`src/link_reconfig_pkg.sv`:
```
// How it works
// Inhibit bit clear and Gen2 allowed: start Gen2 speed change after first L0 from Detect.
// Inhibit bit set: never start a speed change; upstream port resets it to one.
// Target lane code 0..3 selects x1, x2, x4, x8; codes 4 to 6 reserved.
// Target lane code resets to 7, meaning the advertised maximum width.
// Software programs a downconfigure target below the negotiated width.
// Software programs an upconfigure target above negotiated and below initial width.
// Width change is applied only when software sets the retrain request bit.
// Software never changes target rate and target width before one retrain.
// Target lane code returns to default whenever training passes through Detect.
// Result field: 0 pending, 1 success, 2 missed target, 3 no width change.
// Reserved bits read as zero and ignore writes.
package link_reconfig_pkg;
   localparam logic [11:0] CFG_OFFSET = 12'h530;
   localparam logic [11:0] STS_OFFSET = 12'h538;
   localparam logic [11:0] CTL_OFFSET = 12'h53c;
   localparam int INHIBIT_POS = 14;
   localparam int TARGET_LSB = 19;
   localparam int TARGET_MSB = 21;
   localparam int RESULT_LSB = 12;
   localparam int RESULT_MSB = 13;
   localparam int RETRAIN_POS = 0;
   localparam logic UP_INHIBIT_RST = 1'b1;
   localparam logic DN_INHIBIT_RST = 1'b0;
   localparam logic [2:0] TARGET_RST = 3'h7;
   localparam logic [1:0] RES_IDLE = 2'h0;
   localparam logic [1:0] RES_OK = 2'h1;
   localparam logic [1:0] RES_PARTIAL = 2'h2;
   localparam logic [1:0] RES_FAIL = 2'h3;
   localparam logic [3:0] LANES_MAX_CODE = 4'h0;
endpackage

```
`src/link_width_speed_reconfig_ctl.sv`:
```
`timescale 1ns/100ps
module link_width_speed_reconfig_ctl
   import link_reconfig_pkg::*;
(
   // Clock and reset
   input wire logic clk_i,
   input wire logic rst_b_i,
   input wire logic clk_en_i,
   // Register port
   input wire logic [11:0] addr_i,
   input wire logic [31:0] wdata_i,
   input wire logic wr_i,
   input wire logic rd_i,
   output logic [31:0] rdata_o,
   // Link training side
   input wire logic is_upstream_i,
   input wire logic in_detect_i,
   input wire logic in_l0_i,
   input wire logic gen2_ok_i,
   input wire logic [5:0] negotiated_lane_count_i,
   input wire logic [5:0] max_lane_count_i,
   input wire logic reconfig_done_i,
   output logic speed_change_req_o,
   output logic width_change_req_o,
   output logic [5:0] target_lane_count_o
);

   // ----------------------------------------------------------------
   // Decoding
   // ----------------------------------------------------------------
   function automatic logic [5:0] lanes_of(input logic [2:0] code, input logic [5:0] maxl);
      case (code)
         3'h0: lanes_of = 6'h01;
         3'h1: lanes_of = 6'h02;
         3'h2: lanes_of = 6'h04;
         3'h3: lanes_of = 6'h08;
         3'h7: lanes_of = maxl;
         default: lanes_of = 6'h00;
      endcase
   endfunction

   typedef enum logic [1:0] {WAIT_DET, WAIT_L0, DONE_SPD} spd_state_t;

   logic inhibit_r;
   logic [2:0] target_lane_count_r;
   logic [1:0] result_r;
   logic pending_r;
   logic strap_done_r;
   spd_state_t spd_r;
   logic [5:0] want_w;

   assign want_w = lanes_of(target_lane_count_r, max_lane_count_i);

   // A retrain write is taken only when no request is outstanding.
   logic retrain_take_w;
   logic service_w;

   assign retrain_take_w = wr_i && addr_i == CTL_OFFSET && wdata_i[RETRAIN_POS] && !pending_r;
   assign service_w = pending_r && reconfig_done_i;

   // ----------------------------------------------------------------
   // Speed change policy
   // ----------------------------------------------------------------
   // The upstream default is caught once after reset release, not under reset.
   always_ff @(posedge clk_i or negedge rst_b_i)
   begin
      if (!rst_b_i)
      begin
         inhibit_r <= DN_INHIBIT_RST;
         strap_done_r <= 1'b0;
      end
      else if (clk_en_i)
      begin
         if (!strap_done_r)
         begin
            strap_done_r <= 1'b1;
            inhibit_r <= is_upstream_i ? UP_INHIBIT_RST : DN_INHIBIT_RST;
         end
         else if (wr_i && addr_i == CFG_OFFSET)
            inhibit_r <= wdata_i[INHIBIT_POS];
      end
   end

   always_ff @(posedge clk_i or negedge rst_b_i)
   begin
      if (!rst_b_i)
      begin
         spd_r <= WAIT_DET;
         speed_change_req_o <= 1'b0;
      end
      else if (clk_en_i)
      begin
         speed_change_req_o <= 1'b0;
         case (spd_r)
            WAIT_DET:
            begin
               if (in_detect_i)
                  spd_r <= WAIT_L0;
            end
            WAIT_L0:
            begin
               if (in_l0_i)
               begin
                  spd_r <= DONE_SPD;
                  speed_change_req_o <= !inhibit_r && gen2_ok_i && strap_done_r;
               end
            end
            DONE_SPD:
            begin
               // Each new pass through Detect arms one more automatic request.
               if (in_detect_i)
                  spd_r <= WAIT_L0;
            end
            default:
            begin
               spd_r <= WAIT_DET;
            end
         endcase
      end
   end

   // ----------------------------------------------------------------
   // Width reconfiguration
   // ----------------------------------------------------------------
   // Software alone keeps target and rate changes apart; nothing here checks it.
   always_ff @(posedge clk_i or negedge rst_b_i)
   begin
      if (!rst_b_i)
         target_lane_count_r <= TARGET_RST;
      else if (clk_en_i)
      begin
         if (in_detect_i)
            target_lane_count_r <= TARGET_RST;
         else if (wr_i && addr_i == CFG_OFFSET)
            target_lane_count_r <= wdata_i[TARGET_MSB:TARGET_LSB];
      end
   end

   always_ff @(posedge clk_i or negedge rst_b_i)
   begin
      if (!rst_b_i)
         pending_r <= 1'b0;
      else if (clk_en_i)
      begin
         if (retrain_take_w)
            pending_r <= 1'b1;
         else if (service_w)
            pending_r <= 1'b0;
      end
   end

   always_ff @(posedge clk_i or negedge rst_b_i)
   begin
      if (!rst_b_i)
         width_change_req_o <= 1'b0;
      else if (clk_en_i)
         width_change_req_o <= retrain_take_w;
   end

   // The lane count is latched at the request so that a later write cannot move it.
   always_ff @(posedge clk_i or negedge rst_b_i)
   begin
      if (!rst_b_i)
         target_lane_count_o <= 6'h00;
      else if (clk_en_i)
      begin
         if (retrain_take_w)
            target_lane_count_o <= want_w;
      end
   end

   always_ff @(posedge clk_i or negedge rst_b_i)
   begin
      if (!rst_b_i)
         result_r <= RES_IDLE;
      else if (clk_en_i)
      begin
         if (retrain_take_w)
            result_r <= RES_IDLE;
         else if (service_w)
         begin
            if (negotiated_lane_count_i == target_lane_count_o)
               result_r <= RES_OK;
            else if (negotiated_lane_count_i != 6'h00 && in_l0_i)
               result_r <= RES_PARTIAL;
            else
               result_r <= RES_FAIL;
         end
      end
   end

   // ----------------------------------------------------------------
   // Read path
   // ----------------------------------------------------------------
   // Fields are placed into a cleared word, so reserved bits can only read as zero.
   function automatic logic [31:0] read_word(input logic [11:0] addr);
      logic [31:0] word;
      word = 32'h0000_0000;
      case (addr)
         CFG_OFFSET:
         begin
            word[INHIBIT_POS] = inhibit_r;
            word[TARGET_MSB:TARGET_LSB] = target_lane_count_r;
         end
         STS_OFFSET:
         begin
            word[RESULT_MSB:RESULT_LSB] = result_r;
         end
         CTL_OFFSET:
         begin
            word[RETRAIN_POS] = pending_r;
         end
         default:
         begin
            word = 32'h0000_0000;
         end
      endcase
      return word;
   endfunction

   always_ff @(posedge clk_i or negedge rst_b_i)
   begin
      if (!rst_b_i)
         rdata_o <= 32'h0000_0000;
      else if (clk_en_i)
      begin
         if (rd_i)
            rdata_o <= read_word(addr_i);
         else
            rdata_o <= 32'h0000_0000;
      end
   end
endmodule

```
`config.mk`:
```
export PLATFORM = sky130hd
export DESIGN_NAME = link_width_speed_reconfig_ctl
export DESIGN_NICKNAME = d
export VERILOG_FILES = /design/src/link_reconfig_pkg.sv /design/src/link_width_speed_reconfig_ctl.sv
export SDC_FILE = /design/constraint.sdc
export NUM_CORES = 1
export LEC_CHECK = 0
export ABC_CLOCK_PERIOD_IN_PS = 2150
export BUFFER_PORTS_ARGS = -buffer_cell sky130_fd_sc_hd__buf_4
export CORE_AREA = 10 10 69 71
export DETAILED_ROUTE_END_ITERATION = 10
export DIE_AREA = 0 0 79 81
export HOLD_SLACK_MARGIN = 0.1
export PLACE_DENSITY = 0.84
export SLEW_MARGIN = 20
export SYNTH_ARGS = -nofsm -noshare
export SYNTH_HDL_FRONTEND = slang
export SYNTH_SLANG_ARGS = --single-unit
```
`constraint.sdc`:
```
create_clock -name clk_i -period 2.15 [get_ports clk_i]
set_clock_uncertainty 0.2 [all_clocks]
set_input_delay 0.1075 -clock clk_i [delete_from_list [all_inputs] [get_ports clk_i]]
set_output_delay 0.1075 -clock clk_i [all_outputs]
set_load 0.02 [all_outputs]
```
======== Yosys cells after proc, flatten, opt, wreduce, memory -nomap -nowiden ========
Index checks and enable logic that the tools add are counted.
storage, ports and cells
  input bits .............................. 66
  output and inout port bits .............. 40
  register bits after elaboration ......... 50
  logic and storage cells ................. 66
operators by class
  multiplexer cells ....................... 22
  equality and inequality tests ........... 13
  reductions and logical operators ........ 21
operator list
  operator                                                                 count
  12-bit by 11-bit == test with 1-bit output, second input constant        3
  6-bit case mux with 5 select lines                                       1
  22-bit 2-to-1 mux                                                        1
  2-bit 2-to-1 mux                                                         6
  1-bit 2-to-1 mux                                                         10
  3-bit 2-to-1 mux                                                         3
  1-bit logical AND                                                        8
  2-bit AND reduction                                                      4
  3-bit by 2-bit == test with 1-bit output, second input constant          2
  6-bit == test                                                            1
  6-bit nonzero test                                                       1
  2-bit by 1-bit inequality test with 1-bit output, second input constant  2
  2-bit case mux with 2 select lines                                       1
  2-bit nonzero test                                                       2
  3-bit by 1-bit == test with 1-bit output, second input constant          1
  3-bit == test, second input constant                                     1
  3-bit zero test                                                          1
  3-bit AND reduction                                                      1
  2-bit by 1-bit == test with 1-bit output, second input constant          1
  2-bit == test, second input constant                                     1
  1-bit zero test                                                          2
  2-bit zero test                                                          1
  2-bit inequality test, second input constant                             1
  2-bit OR reduction                                                       1

======== Longest topological paths before layout ========
Gate-level depths: netlist (run 1).
  depth in word-level cells ............... 6
  mapped depth ............................ 5
  gate-level depth less buffers ........... 4

======== Worst setup path after synthesis (run 1) ========
No wires, ideal clock.
  path type ............................... flip-flop to flip-flop
  start point ............................. register target_lane_count_o[4]
  end point ............................... register result_r[1]
  cell stages (with the launch flop) ...... 5
  arrival time ............................ 1225 ps
  buffers on the path ..................... 0
  path slack .............................. 604 ps
  period minus slack after synthesis ...... 1546 ps
  library setup time ...................... 120 ps
  required time ........................... 1830 ps
  cells stage by stage .................... dfrtp_1 -> xor2_1 -> nor4_1 -> a31oi_1 -> a31o_2
on the way
  cells in the longest elaborated chain, start to end .. 4
ends and longest elaborated chain
  what                    line                                  RTL
  start, declared         link_width_speed_reconfig_ctl.sv:25   output logic [5:0] target_lane_count_o
  start signal, assigned  link_width_speed_reconfig_ctl.sv:168  target_lane_count_o <= want_w;
  6-bit == test           link_width_speed_reconfig_ctl.sv:182  if (negotiated_lane_count_i == target_lane_count_o)
  2-bit 2-to-1 mux        link_width_speed_reconfig_ctl.sv:182
  2-bit 2-to-1 mux        link_width_speed_reconfig_ctl.sv:180  else if (service_w)
  2-bit 2-to-1 mux        link_width_speed_reconfig_ctl.sv:178  if (retrain_take_w)
  end signal, assigned    link_width_speed_reconfig_ctl.sv:179  result_r <= RES_IDLE;
  end signal, assigned    link_width_speed_reconfig_ctl.sv:183  result_r <= RES_OK;
  end signal, assigned    link_width_speed_reconfig_ctl.sv:185  result_r <= RES_PARTIAL;
  end, declared           link_width_speed_reconfig_ctl.sv:46   logic [1:0] result_r;
Every way passes these cells. The select of a mux whose other input is x is not followed.
A chain may end at the register's enable or synchronous reset.

======== Worst setup path in the final report (run 1) ========
  start point ............................. register target_lane_count_o[4]
  end point ............................... register result_r[0]
The elaborated chain is that of the path after synthesis.

==> impl_metrics.ini, run 1 <==
[grt]
grt_pass1_wl_mm = 7.31
grtUsageTotal_pct = 13.9
grt.overflow.total = 0
grt_pass1_vias = 1544
met1_usage_pct = 14.2
gr-max-usage-layer = met2
use_met2_pct = 26.5
antenna_found_initial = 0
met3_usage_pct = 4.53
grt_max_degree = 23

[timing]
slew_violations = 0
min_period_ns = 2.14
hold_violations = 0
min_period_over_period_pct = 99.4
finalSetupViolCount = 0
worst_slack_ns = 0.0123
max_freq_mhz = 468
slew_headroom_pct = 66.6
tightest_slew_ns = 0.502

[place]
placed_area_um2 = 1780
portBuffers = 53
routabilityCongestion = 0.763
hpwl_mm = 3.05
pre_cts_ws_ns = 0.501

[cells_and_area]
num_antenna_cells = 0
drive_above_1_share_pct = 28.2
final_nets = 312
areaGrowthSynthToFinish_pct = 53.2
stdcell_area_um2 = 2210

[routing]
vias = 1434
drtAntennaViolNets = 0
totalWireLength_mm = 4.60
dr.pass1.iters = 4
avgViaCountPerCell = 4.89
drc_errors = 0
dr.first_iter.drc_count = 67
post_drt_wl_per_cell_um = 15.7

[critical_path]
ff2ff_path_depth = 5
required_ns = 2.20
cp-end-kind = flip-flop
rr_startpoint = target_lane_count_o[4]$_DFFE_PN0P_
start_kind = flip-flop
crit_buf_inv = 1
worstPathArrival_ns = 2.19
slowest_stage = dlygate4sd3_1
critical_path_depth = 5
cp_cell_sequence = xor2_1, nor4_2, a31oi_1, dlygate4sd3_1, a32oi_1
crit_fanout = 3
crit_family = buffers and inverters
crit_end = result_r[0]$_DFFE_PN0P_
worstSetupStartpoint = target_lane_count_o[4]$_DFFE_PN0P_
r2r-end = result_r[0]$_DFFE_PN0P_
critPathMaxStageDelay_ns = 0.58
rrSetupSlack_ns = 0.01
crit_type = flip-flop to flip-flop

[clock_tree]
clock_path_buffers = 2
cts_root_buf = clkbuf_4
ctsHtreeMaxLevel = 1
path_clk_slew_ns = 0.13
clk_latency_ns = 0.32
cts_tree = done
numCtsBuffers = 3
cts.sinks = 25

[logic_synthesis]
yosysWarnings = 0
synth_cell_types = 32
yosys.area_share.xor_xnor_pct = 3.64
synthFlopType = dfrtp_1
synth-edff-count = 0
yosysSeqAreaShare_pct = 43.5
ys_async_sr_fraction_pct = 100
synthAdderAreaFrac_pct = 0
syn_area_um2 = 1450
synth_compound_area_share_pct = 14.7
synth.ff_latch_count = 25
avgSynthCellArea_um2 = 9.38
synth.mux.area_fraction_pct = 0
synth_top_family_by_area = simple AND/OR/NAND/NOR gates
synth_cells = 154
yosys.area_share.simple_pct = 22.2

[die]
start_util_pct = 41.0
ioPinCount = 106
die_h_um = 81
num_rows = 22
die_w_um = 79
core_um2 = 3520
dieArea_um2 = 6400

[pwr]
p_leak_nw = 1.10
ir_drop_mv = 0.225
p_per_area_nw_per_um2 = 452

[worst_hold_path]
hold_path_class = input port to flip-flop

[run]
maxCapViolCount = 0

[status]
status = finished, final reports clean
## what timing repair did
item | in CTS | in global routing
endpoints found under the setup margin | 0 | 2
resized for setup | 0 | 2
hold endpoints to repair | 49 | 0
hold buffers | 37 | 0
setup buffers | 0 | 4
## cells in the final DEF (no fill, tap or decap)
master and count:
clkbuf_1 1, nor4b_4 2, nor4_1 2, dfstp_2 3, xnor2_1 2, nand4_1 5, a31oi_1 2, buf_4 56
and4bb_2 1, a31o_2 1, inv_1 4, a221oi_1 1, nand2b_1 1, nor4_2 1, a22o_1 8, conb_1 25
clkbuf_4 3, a21oi_1 1, dlygate4sd3_1 36, nor2_1 7, buf_6 1, and3_1 2, a211oi_1 2, o21ai_0 12
nand3_1 5, a32oi_1 1, nor2b_1 2, nand2_1 20, nor3b_1 1, dfrtp_1 22, buf_2 1, o2bb2ai_1 1
nor3_1 5, o211ai_1 2, and4b_1 2, xor2_1 4
## worst register-to-register path, cell delays in order, from the launching register on
cell and delay, ns:
dfrtp_1 0.43, xor2_1 0.19, nor4_2 0.33, a31oi_1 0.16
dlygate4sd3_1 0.58, a32oi_1 0.18
## power breakdown
part | internal, mW | leakage, nW | switching [mW]
Combinational | 0.132 | 0.758 | 0.127
Clock | 0.0726 | 0.0150 | 0.139
Sequential | 0.498 | 0.326 | 0.0311
Total | 0.702 | 1.10 | 0.298
## cell usage after synthesis, types with 2 or more instances
cell type	instances	area share, %
a31oi_1	2	0.87
and4b_1	2	1.4
nor3_1	5	1.7
nand2_1	20	5.2
nor4b_4	2	3.3
o211ai_1	2	1.0
buf_4	25	13
clkbuf_1	5	1.3
nand4_1	5	2.2
xnor2_1	2	1.2
o21ai_0	12	4.2
a211oi_1	2	1.0
dfstp_2	3	5.5
dfrtp_1	22	38
nor2_1	7	1.8
a22o_1	8	4.8
xor2_1	4	2.4
nor2b_1	2	0.87
nand3_1	5	1.7
and3_1	2	0.87
nor4_1	3	1.3
inv_1	4	1.0
## through the flow
stage               hold slack (ns)  std cells  setup TNS [ns]  total power [mW]  utilization [%]
finish                        0.122        293               0              1.00             62.8
global route                  0.179        293         -0.0491              1.05             62.8
CTS                           0.115        289               0             0.989             61.8
detailed placement           -0.171        248               0             0.727             50.6
global placement             -0.181        248               0             0.720             50.6
floorplan                    -0.388        178               0             0.674                -
## routing by layer
metal  vias to the layer above  routed length, um
met5                         -                  0
met4                         0                 59
met3                         9                356
met2                        57               2480
met1                       688               1710
li1                        680                  -
## kinds of logic after synthesis
group,Yosys count
xor gates and xnor gates,6
buffers and inverters,35
other,1
AOI/OAI and AO/OA,31
DFF,25
and+or+nand+nor,56
## final cells by class
type | count | area, um^2
Clock buffer | 4 | 26.3
Inverter | 4 | 15.0
Timing Repair Buffer | 94 | 797
Sequential cell | 25 | 629
Multi-Input combinational cell | 118 | 686
Fill cell | 300 | 1310
Tap cell | 48 | 60.1
## worst min-delay path by stage
stage	start	depth (start not counted)	slack (ns)	endpoint
2_1_floorplan	rst_b_i	0	-0.39	inhibit_r$_DFFE_PN0P_
3_3_place_gp	rst_b_i	1	-0.18	rdata_o[12]$_DFFE_PN0P_
3_5_place_dp	rst_b_i	1	-0.17	rdata_o[12]$_DFFE_PN0P_
4_1_cts	addr_i[11]	4	0.11	target_lane_count_r[0]$_DFFE_PN1P_
5_1_grt	addr_i[7]	4	0.18	target_lane_count_r[2]$_DFFE_PN1P_
6_report	addr_i[7]	4	0.12	target_lane_count_r[0]$_DFFE_PN1P_
## flip-flops by register name, summed over array words and instances (netlist names)
| signal | count |
|---|---|
| target_lane_count_r | 3 |
| width_change_req_o | 1 |
| pending_r | 1 |
| strap_done_r | 1 |
| rdata_o | 7 |
| result_r | 2 |
| speed_change_req_o | 1 |
| spd_r | 2 |
| inhibit_r | 1 |
| target_lane_count_o | 6 |
Power figures use the tool's default switching activity.
==> run 2: changes to the inputs <==
==> constraint.sdc (replaced) <==
create_clock -name clk_i -period 2.15 [get_ports clk_i]
set_clock_uncertainty 0.2 [all_clocks]
set_input_delay 0.215 -clock clk_i [delete_from_list [all_inputs] [get_ports clk_i]]
set_output_delay 0.215 -clock clk_i [all_outputs]
set_load 0.02 [all_outputs]
==> run 2 against run 1 <==
Register-to-register slack better by 0.41 ns. Sequential power hardly changed. Via count is 3.7% lower. Clock-buffer cell count unchanged. Design area is 5.7% lower. Flip-flop and latch count unchanged. Combinational power fell by 11%. Clock power about the same. Power fell by 2.7%. Setup slack better by 0.15 ns.
==> impl_metrics.ini, run 2 (synthesized netlist as in run 1, its figures left out) <==
[status]
status = finished, final reports clean

[grt]
grt.overflow.total = 0
grt_max_degree = 26
grtUsageTotal_pct = 12.9
antenna_found_initial = 0
grt_pass1_vias = 1490
grt_pass1_wl_mm = 6.87

[timing]
min_period_ns = 1.99
worst_slack_ns = 0.163
slew_violations = 0
tns_ns = 0
finalSetupViolCount = 0
hold_violations = 0
min_period_over_period_pct = 92.4
rsz0062_at_grt = false
max_freq_mhz = 503

[place]
routabilityCongestion = 0.763
portBuffers = 53
hpwl_mm = 3.05
placed_area_um2 = 1780
pre_cts_ws_ns = 0.394

[critical_path]
rrSetupSlack_ns = 0.42
critical_path_depth = 6
worstPathArrival_ns = 2.05
crit_family = simple AND/OR/NAND/NOR gates
required_ns = 2.21
slowest_stage = dlygate4sd3_1
rr_startpoint = target_lane_count_r[1]$_DFFE_PN1P_
worstSetupStartpoint = addr_i[7]
ff2ff_path_depth = 3
crit_buf_inv = 2
critPathMaxStageDelay_ns = 0.58
crit_type = input port to flip-flop
cp_cell_sequence = buf_4, nor4b_4, nand4_1, nor3_1, a211oi_1, dlygate4sd3_1
crit_fanout = 8
start_kind = input port
cp-end-kind = flip-flop
r2r-end = target_lane_count_r[1]$_DFFE_PN1P_
crit_end = target_lane_count_r[1]$_DFFE_PN1P_

[routing]
dr.first_iter.drc_count = 74
totalWireLength_mm = 4.19
dr.pass1.iters = 4
vias = 1381
avgViaCountPerCell = 4.93
drc_errors = 0
post_drt_wl_per_cell_um = 15.0
drtAntennaViolNets = 0

[cells_and_area]
stdcell_area_um2 = 2090
areaGrowthSynthToFinish_pct = 44.5
top_regs = rdata_o: 7 flops, target_lane_count_o: 6 flops, target_lane_count_r: 3 flops
final_nets = 299
largest_reg_flops = 7
largest_register = rdata_o
num_antenna_cells = 0
final_common_cell = buf_4
drive_above_1_share_pct = 27.2
layout_common_cells = 53 x buf_4, 28 x dlygate4sd3_1, 25 x conb_1, 22 x dfrtp_1, 20 x nand2_1

[pwr]
p_sw_mw = 0.290
seq_power_share_pct = 54.3
switching_share_pct = 29.8
p_per_area_nw_per_um2 = 466
comb_power_share_pct = 23.8
clkPwrFrac_pct = 22.0
ir_drop_mv = 0.226
p_int_mw = 0.683
p_leak_nw = 1.02

[worst_hold_path]
hold_path_depth = 3
hold_path_class = input port to flip-flop

[clock_tree]
cts-resized-gates = 0
cts.sinks = 25
path_clk_slew_ns = 0.13
clk_latency_ns = 0.32
cts_root_buf = clkbuf_4
numCtsBuffers = 3
clock_path_buffers = 2
cts_tree = done
ctsHtreeMaxLevel = 1

[die]
die_h_um = 81
start_util_pct = 41.0
ioPinCount = 106
num_rows = 22
dieArea_um2 = 6400
core_um2 = 3520
die_w_um = 79

[run]
maxCapViolCount = 0
-- run 2: cell types whose count changed in the layout (fill, tap and decap cells not counted) --
cell           previous run  this run
buf_6                     1         0
nor4_1                    2         3
nor4_2                    1         0
buf_2                     1         0
buf_4                    56        53
dlygate4sd3_1            36        28
-- run 2: worst min-delay path by stage --
| stage | start | to | slack [ns] |
|---|---|---|---|
| finish | wdata_i[19] | target_lane_count_r[0]$_DFFE_PN1P_ | 0.08 |
| global route | gen2_ok_i | speed_change_req_o$_DFFE_PN0P_ | 0.11 |
| CTS | wdata_i[19] | target_lane_count_r[0]$_DFFE_PN1P_ | 0.10 |
| detailed placement | rst_b_i | rdata_o[12]$_DFFE_PN0P_ | -0.06 |
| global placement | rst_b_i | rdata_o[12]$_DFFE_PN0P_ | -0.07 |
| floorplan | rst_b_i | inhibit_r$_DFFE_PN0P_ | -0.28 |
-- run 2: power groups by stage --
stage	logic (mW)	clock network [mW]	registers, mW
2_1_floorplan	0.161	0	0.513
6_report	0.231	0.214	0.528
5_1_grt	0.259	0.233	0.533
4_1_cts	0.234	0.215	0.528
3_5_place_dp	0.191	0	0.536
3_3_place_gp	0.185	0	0.534
-- run 2: final cells by class --
class	instances	area, um^2
Clock buffer	4	26.3
Fill cell	317	1440
Inverter	4	15.0
Multi-Input combinational cell	118	679
Sequential cell	25	629
Tap cell	48	60.1
Timing Repair Buffer	81	678
-- run 2: routing by layer --
metal	up-vias	part of all wire, %	track usage, %
met5	-	0	0
met4	0	0.57	3.23
met3	5	7.6	4.19
met2	52	51	23.8
met1	668	40	14.0
li1	656	-	-
-- run 2: per-stage QoR --
stage	hold slack [ns]	total power [mW]	cells	util (%)
CTS	0.101	0.976	280	59.3
finish	0.0837	0.973	280	59.3
global route	0.107	1.03	280	59.3
detailed placement	-0.0635	0.727	248	50.6
global placement	-0.0732	0.720	248	50.6
floorplan	-0.281	0.674	178	-
-- run 2: what timing repair did --
item	CTS	global route
setup endpoints to repair	0	2
hold buffers	28	2
endpoints found under the hold margin	47	1
setup buffers	0	0
-- run 2: worst reg2reg max path, cell delays in order, from the launching register on --
cell,delay (ns)
dfstp_2,0.64
nor2_1,0.06
a211oi_1,0.21
dlygate4sd3_1,0.57
==> run 3: changes to the inputs <==
ABC_AREA = 1   (was default)
CORE_AREA = 10 10 70 72   (was 10 10 69 71)
DIE_AREA = 0 0 80 82   (was 0 0 79 81)
PLACE_DENSITY = 0.85   (was 0.84)
==> run 3 against run 2 <==
Design area rose by 4.4%. Final cell count rose by 18%. Wire length fell by 1.5%. Setup slack got worse by 0.061 ns. Register-to-register slack improved by 0.20 ns. Largest cell class unchanged. Maximum frequency fell by 3.0%. Combinational power rose by 25%. Synthesized cell count rose by 32%.
==> impl_metrics.ini, run 3 <==
[status]
status = finished, final reports clean

[timing]
slew_violations = 0
max_freq_mhz = 488
hold_violations = 0
hold_slack_ns = 0.0976
worst_slack_ns = 0.103
rsz0062_at_grt = false
min_period_over_period_pct = 95.2
tns_ns = 0
min_period_ns = 2.05
finalSetupViolCount = 0

[clock_tree]
path_clk_slew_ns = 0.13
numCtsBuffers = 3
cts_root_buf = clkbuf_4
cts_tree = done
ctsHtreeMaxLevel = 1
clock_path_buffers = 2
cts.sinks = 25
clk_latency_ns = 0.32
cts_setup_buffers = 0

[critical_path]
crit_buf_inv = 3
worstPathArrival_ns = 2.12
critPathMaxStageDelay_ns = 0.55
crit_family = buffers and inverters
crit_type = input port to flip-flop
start_kind = input port
slowest_stage = dlygate4sd3_1
cp-end-kind = flip-flop
required_ns = 2.23
crit_fanout = 4
cp_cell_sequence = dlygate4sd3_1, buf_4, nor2_2, nand2_1, nor2_1, nand3_2, nand2_2, nand3_1, dlygate4sd3_1, nand2_1

[cells_and_area]
fill_cells = 317
drive_above_1_share_pct = 25.8
layout_common_cells = 60 x nand2_1, 53 x buf_4, 25 x inv_1, 25 x conb_1, 25 x dlygate4sd3_1
regArea_um2 = 629
final_nets = 350
final_common_cell = nand2_1
final_core_util_pct = 60.9
largest_reg_flops = 7
multi_input_area_um2 = 718
areaGrowthSynthToFinish_pct = 40.5
largest_register = rdata_o
num_antenna_cells = 0
top_regs = rdata_o: 7 flops, target_lane_count_o: 6 flops, target_lane_count_r: 3 flops

[die]
core_um2 = 3580
start_util_pct = 43.4
die_h_um = 82
die_w_um = 80
num_rows = 22
ioPinCount = 106
dieArea_um2 = 6560

[pwr]
seq_power_share_pct = 53.5
clkPwrFrac_pct = 19.6
p_sw_mw = 0.337
p_per_area_nw_per_um2 = 493
switching_share_pct = 31.4
p_int_mw = 0.736
p_leak_nw = 1.21
comb_power_share_pct = 26.9
power.total_mw = 1.07
ir_drop_mv = 0.280

[logic_synthesis]
avgSynthCellArea_um2 = 7.61
synthFlopType = dfrtp_1
synth_cells = 204
yosysWarnings = 0
yosys-top-cells-count = 61 x nand2_1, 26 x buf_4, 25 x inv_1
ys_async_sr_fraction_pct = 100
synth.area.top_cells = dfrtp_1 35%, nand2_1 15%, buf_4 13%, inv_1 6.0%, dfstp_2 5.1%
synth-edff-count = 0
synth_top_area_share_pct = 35.5
yosys.area.top_type = dfrtp_1
synth.ff_latch_count = 25
syn_area_um2 = 1550
synth_cell_types = 25
synthMostInstantiatedCell = nand2_1
yosysSeqAreaShare_pct = 40.6

[worst_hold_path]
hold_path_class = input port to flip-flop

[grt]
grtUsageTotal_pct = 12.1
grt.overflow.total = 0
grt_pass1_wl_mm = 6.38
grt_max_degree = 26
antenna_found_initial = 0
grt_pass1_vias = 1467

[routing]
totalWireLength_mm = 4.13
drtAntennaViolNets = 0
dr.pass1.iters = 4
vias = 1476
avgViaCountPerCell = 4.46
drc_errors = 0
post_drt_wl_per_cell_um = 12.5
dr.first_iter.drc_count = 85

[place]
hpwl_mm = 3.20
portBuffers = 53
pre_cts_ws_ns = 0.678
routabilityCongestion = 0.825

[run]
maxCapViolCount = 0
-- run 3: cells by family after synthesis --
logic type | count (synthesis) | share of synthesized area [%]
simple gates | 105 | 30.3
xor+xnor | 5 | 2.82
buf+inv | 53 | 19.6
other cells | 1 | 0.242
flops | 25 | 40.6
compound gates | 15 | 6.45
-- run 3: cell type report --
class | instances | area share [%]
flip-flops and latches | 25 | 28.9
clock buffers | 4 | 1.21
well taps | 48 | 2.76
multi-input cells | 150 | 33.0
repair buffers | 78 | 29.7
inverters | 26 | 4.48
-- run 3: routing by layer --
metal	vias up	global-route usage, %	share of wire (%)
met5	-	0	0
met4	0	4.93	2.0
met3	9	3.60	8.3
met2	53	22.9	53
met1	671	12.1	37
li1	743	-	-
-- run 3: worst reg2reg max path: stages, from the launching register on --
cell and delay [ns]:
dfrtp_1 0.40, inv_1 0.07, nand4_1 0.10, o21ai_0 0.15, dlygate4sd3_1 0.56
-- run 3: power by group through the flow --
| stage | Combinational [mW] | Clock [mW] | Sequential (mW) |
|---|---|---|---|
| 6_report | 0.289 | 0.211 | 0.574 |
| 5_1_grt | 0.324 | 0.236 | 0.583 |
| 4_1_cts | 0.285 | 0.215 | 0.573 |
| 3_5_place_dp | 0.251 | 0 | 0.580 |
| 3_3_place_gp | 0.240 | 0 | 0.579 |
| 2_1_floorplan | 0.186 | 0 | 0.574 |
-- run 3: final timing paths --
check | from | endpoint | slack [ns] | cells past startpoint
worst max-delay path | addr_i[0] | target_lane_count_r[2]$_DFFE_PN1P_ | 0.10 | 10
worst min-delay path | addr_i[1] | rdata_o[0]$_DFFE_PN0P_ | 0.1 | 6
worst max register to register | spd_r[1]$_DFFE_PN0P_ | speed_change_req_o$_DFFE_PN0P_ | 0.62 | 4
worst min register to register | inhibit_r$_DFFE_PN0P_ | inhibit_r$_DFFE_PN0P_ | 0.29 | 2
max in group asynchronous | rst_b_i | target_lane_count_r[1]$_DFFE_PN1P_ | 1.34 | 2
min in group asynchronous | rst_b_i | rdata_o[13]$_DFFE_PN0P_ | 0.12 | 2
-- run 3: repair_timing --
action	CTS	global route
endpoints found under the setup margin	0	1
resized for setup	0	3
hold endpoints to repair	44	1
hold buffers	24	1
-- run 3: per-stage QoR --
stage / area (um^2) / cells
finish: 2180 / 331
floorplan: 1640 / 228
detailed placement: 1890 / 302
CTS: 2160 / 330
global placement: 1890 / 302
global route: 2180 / 331
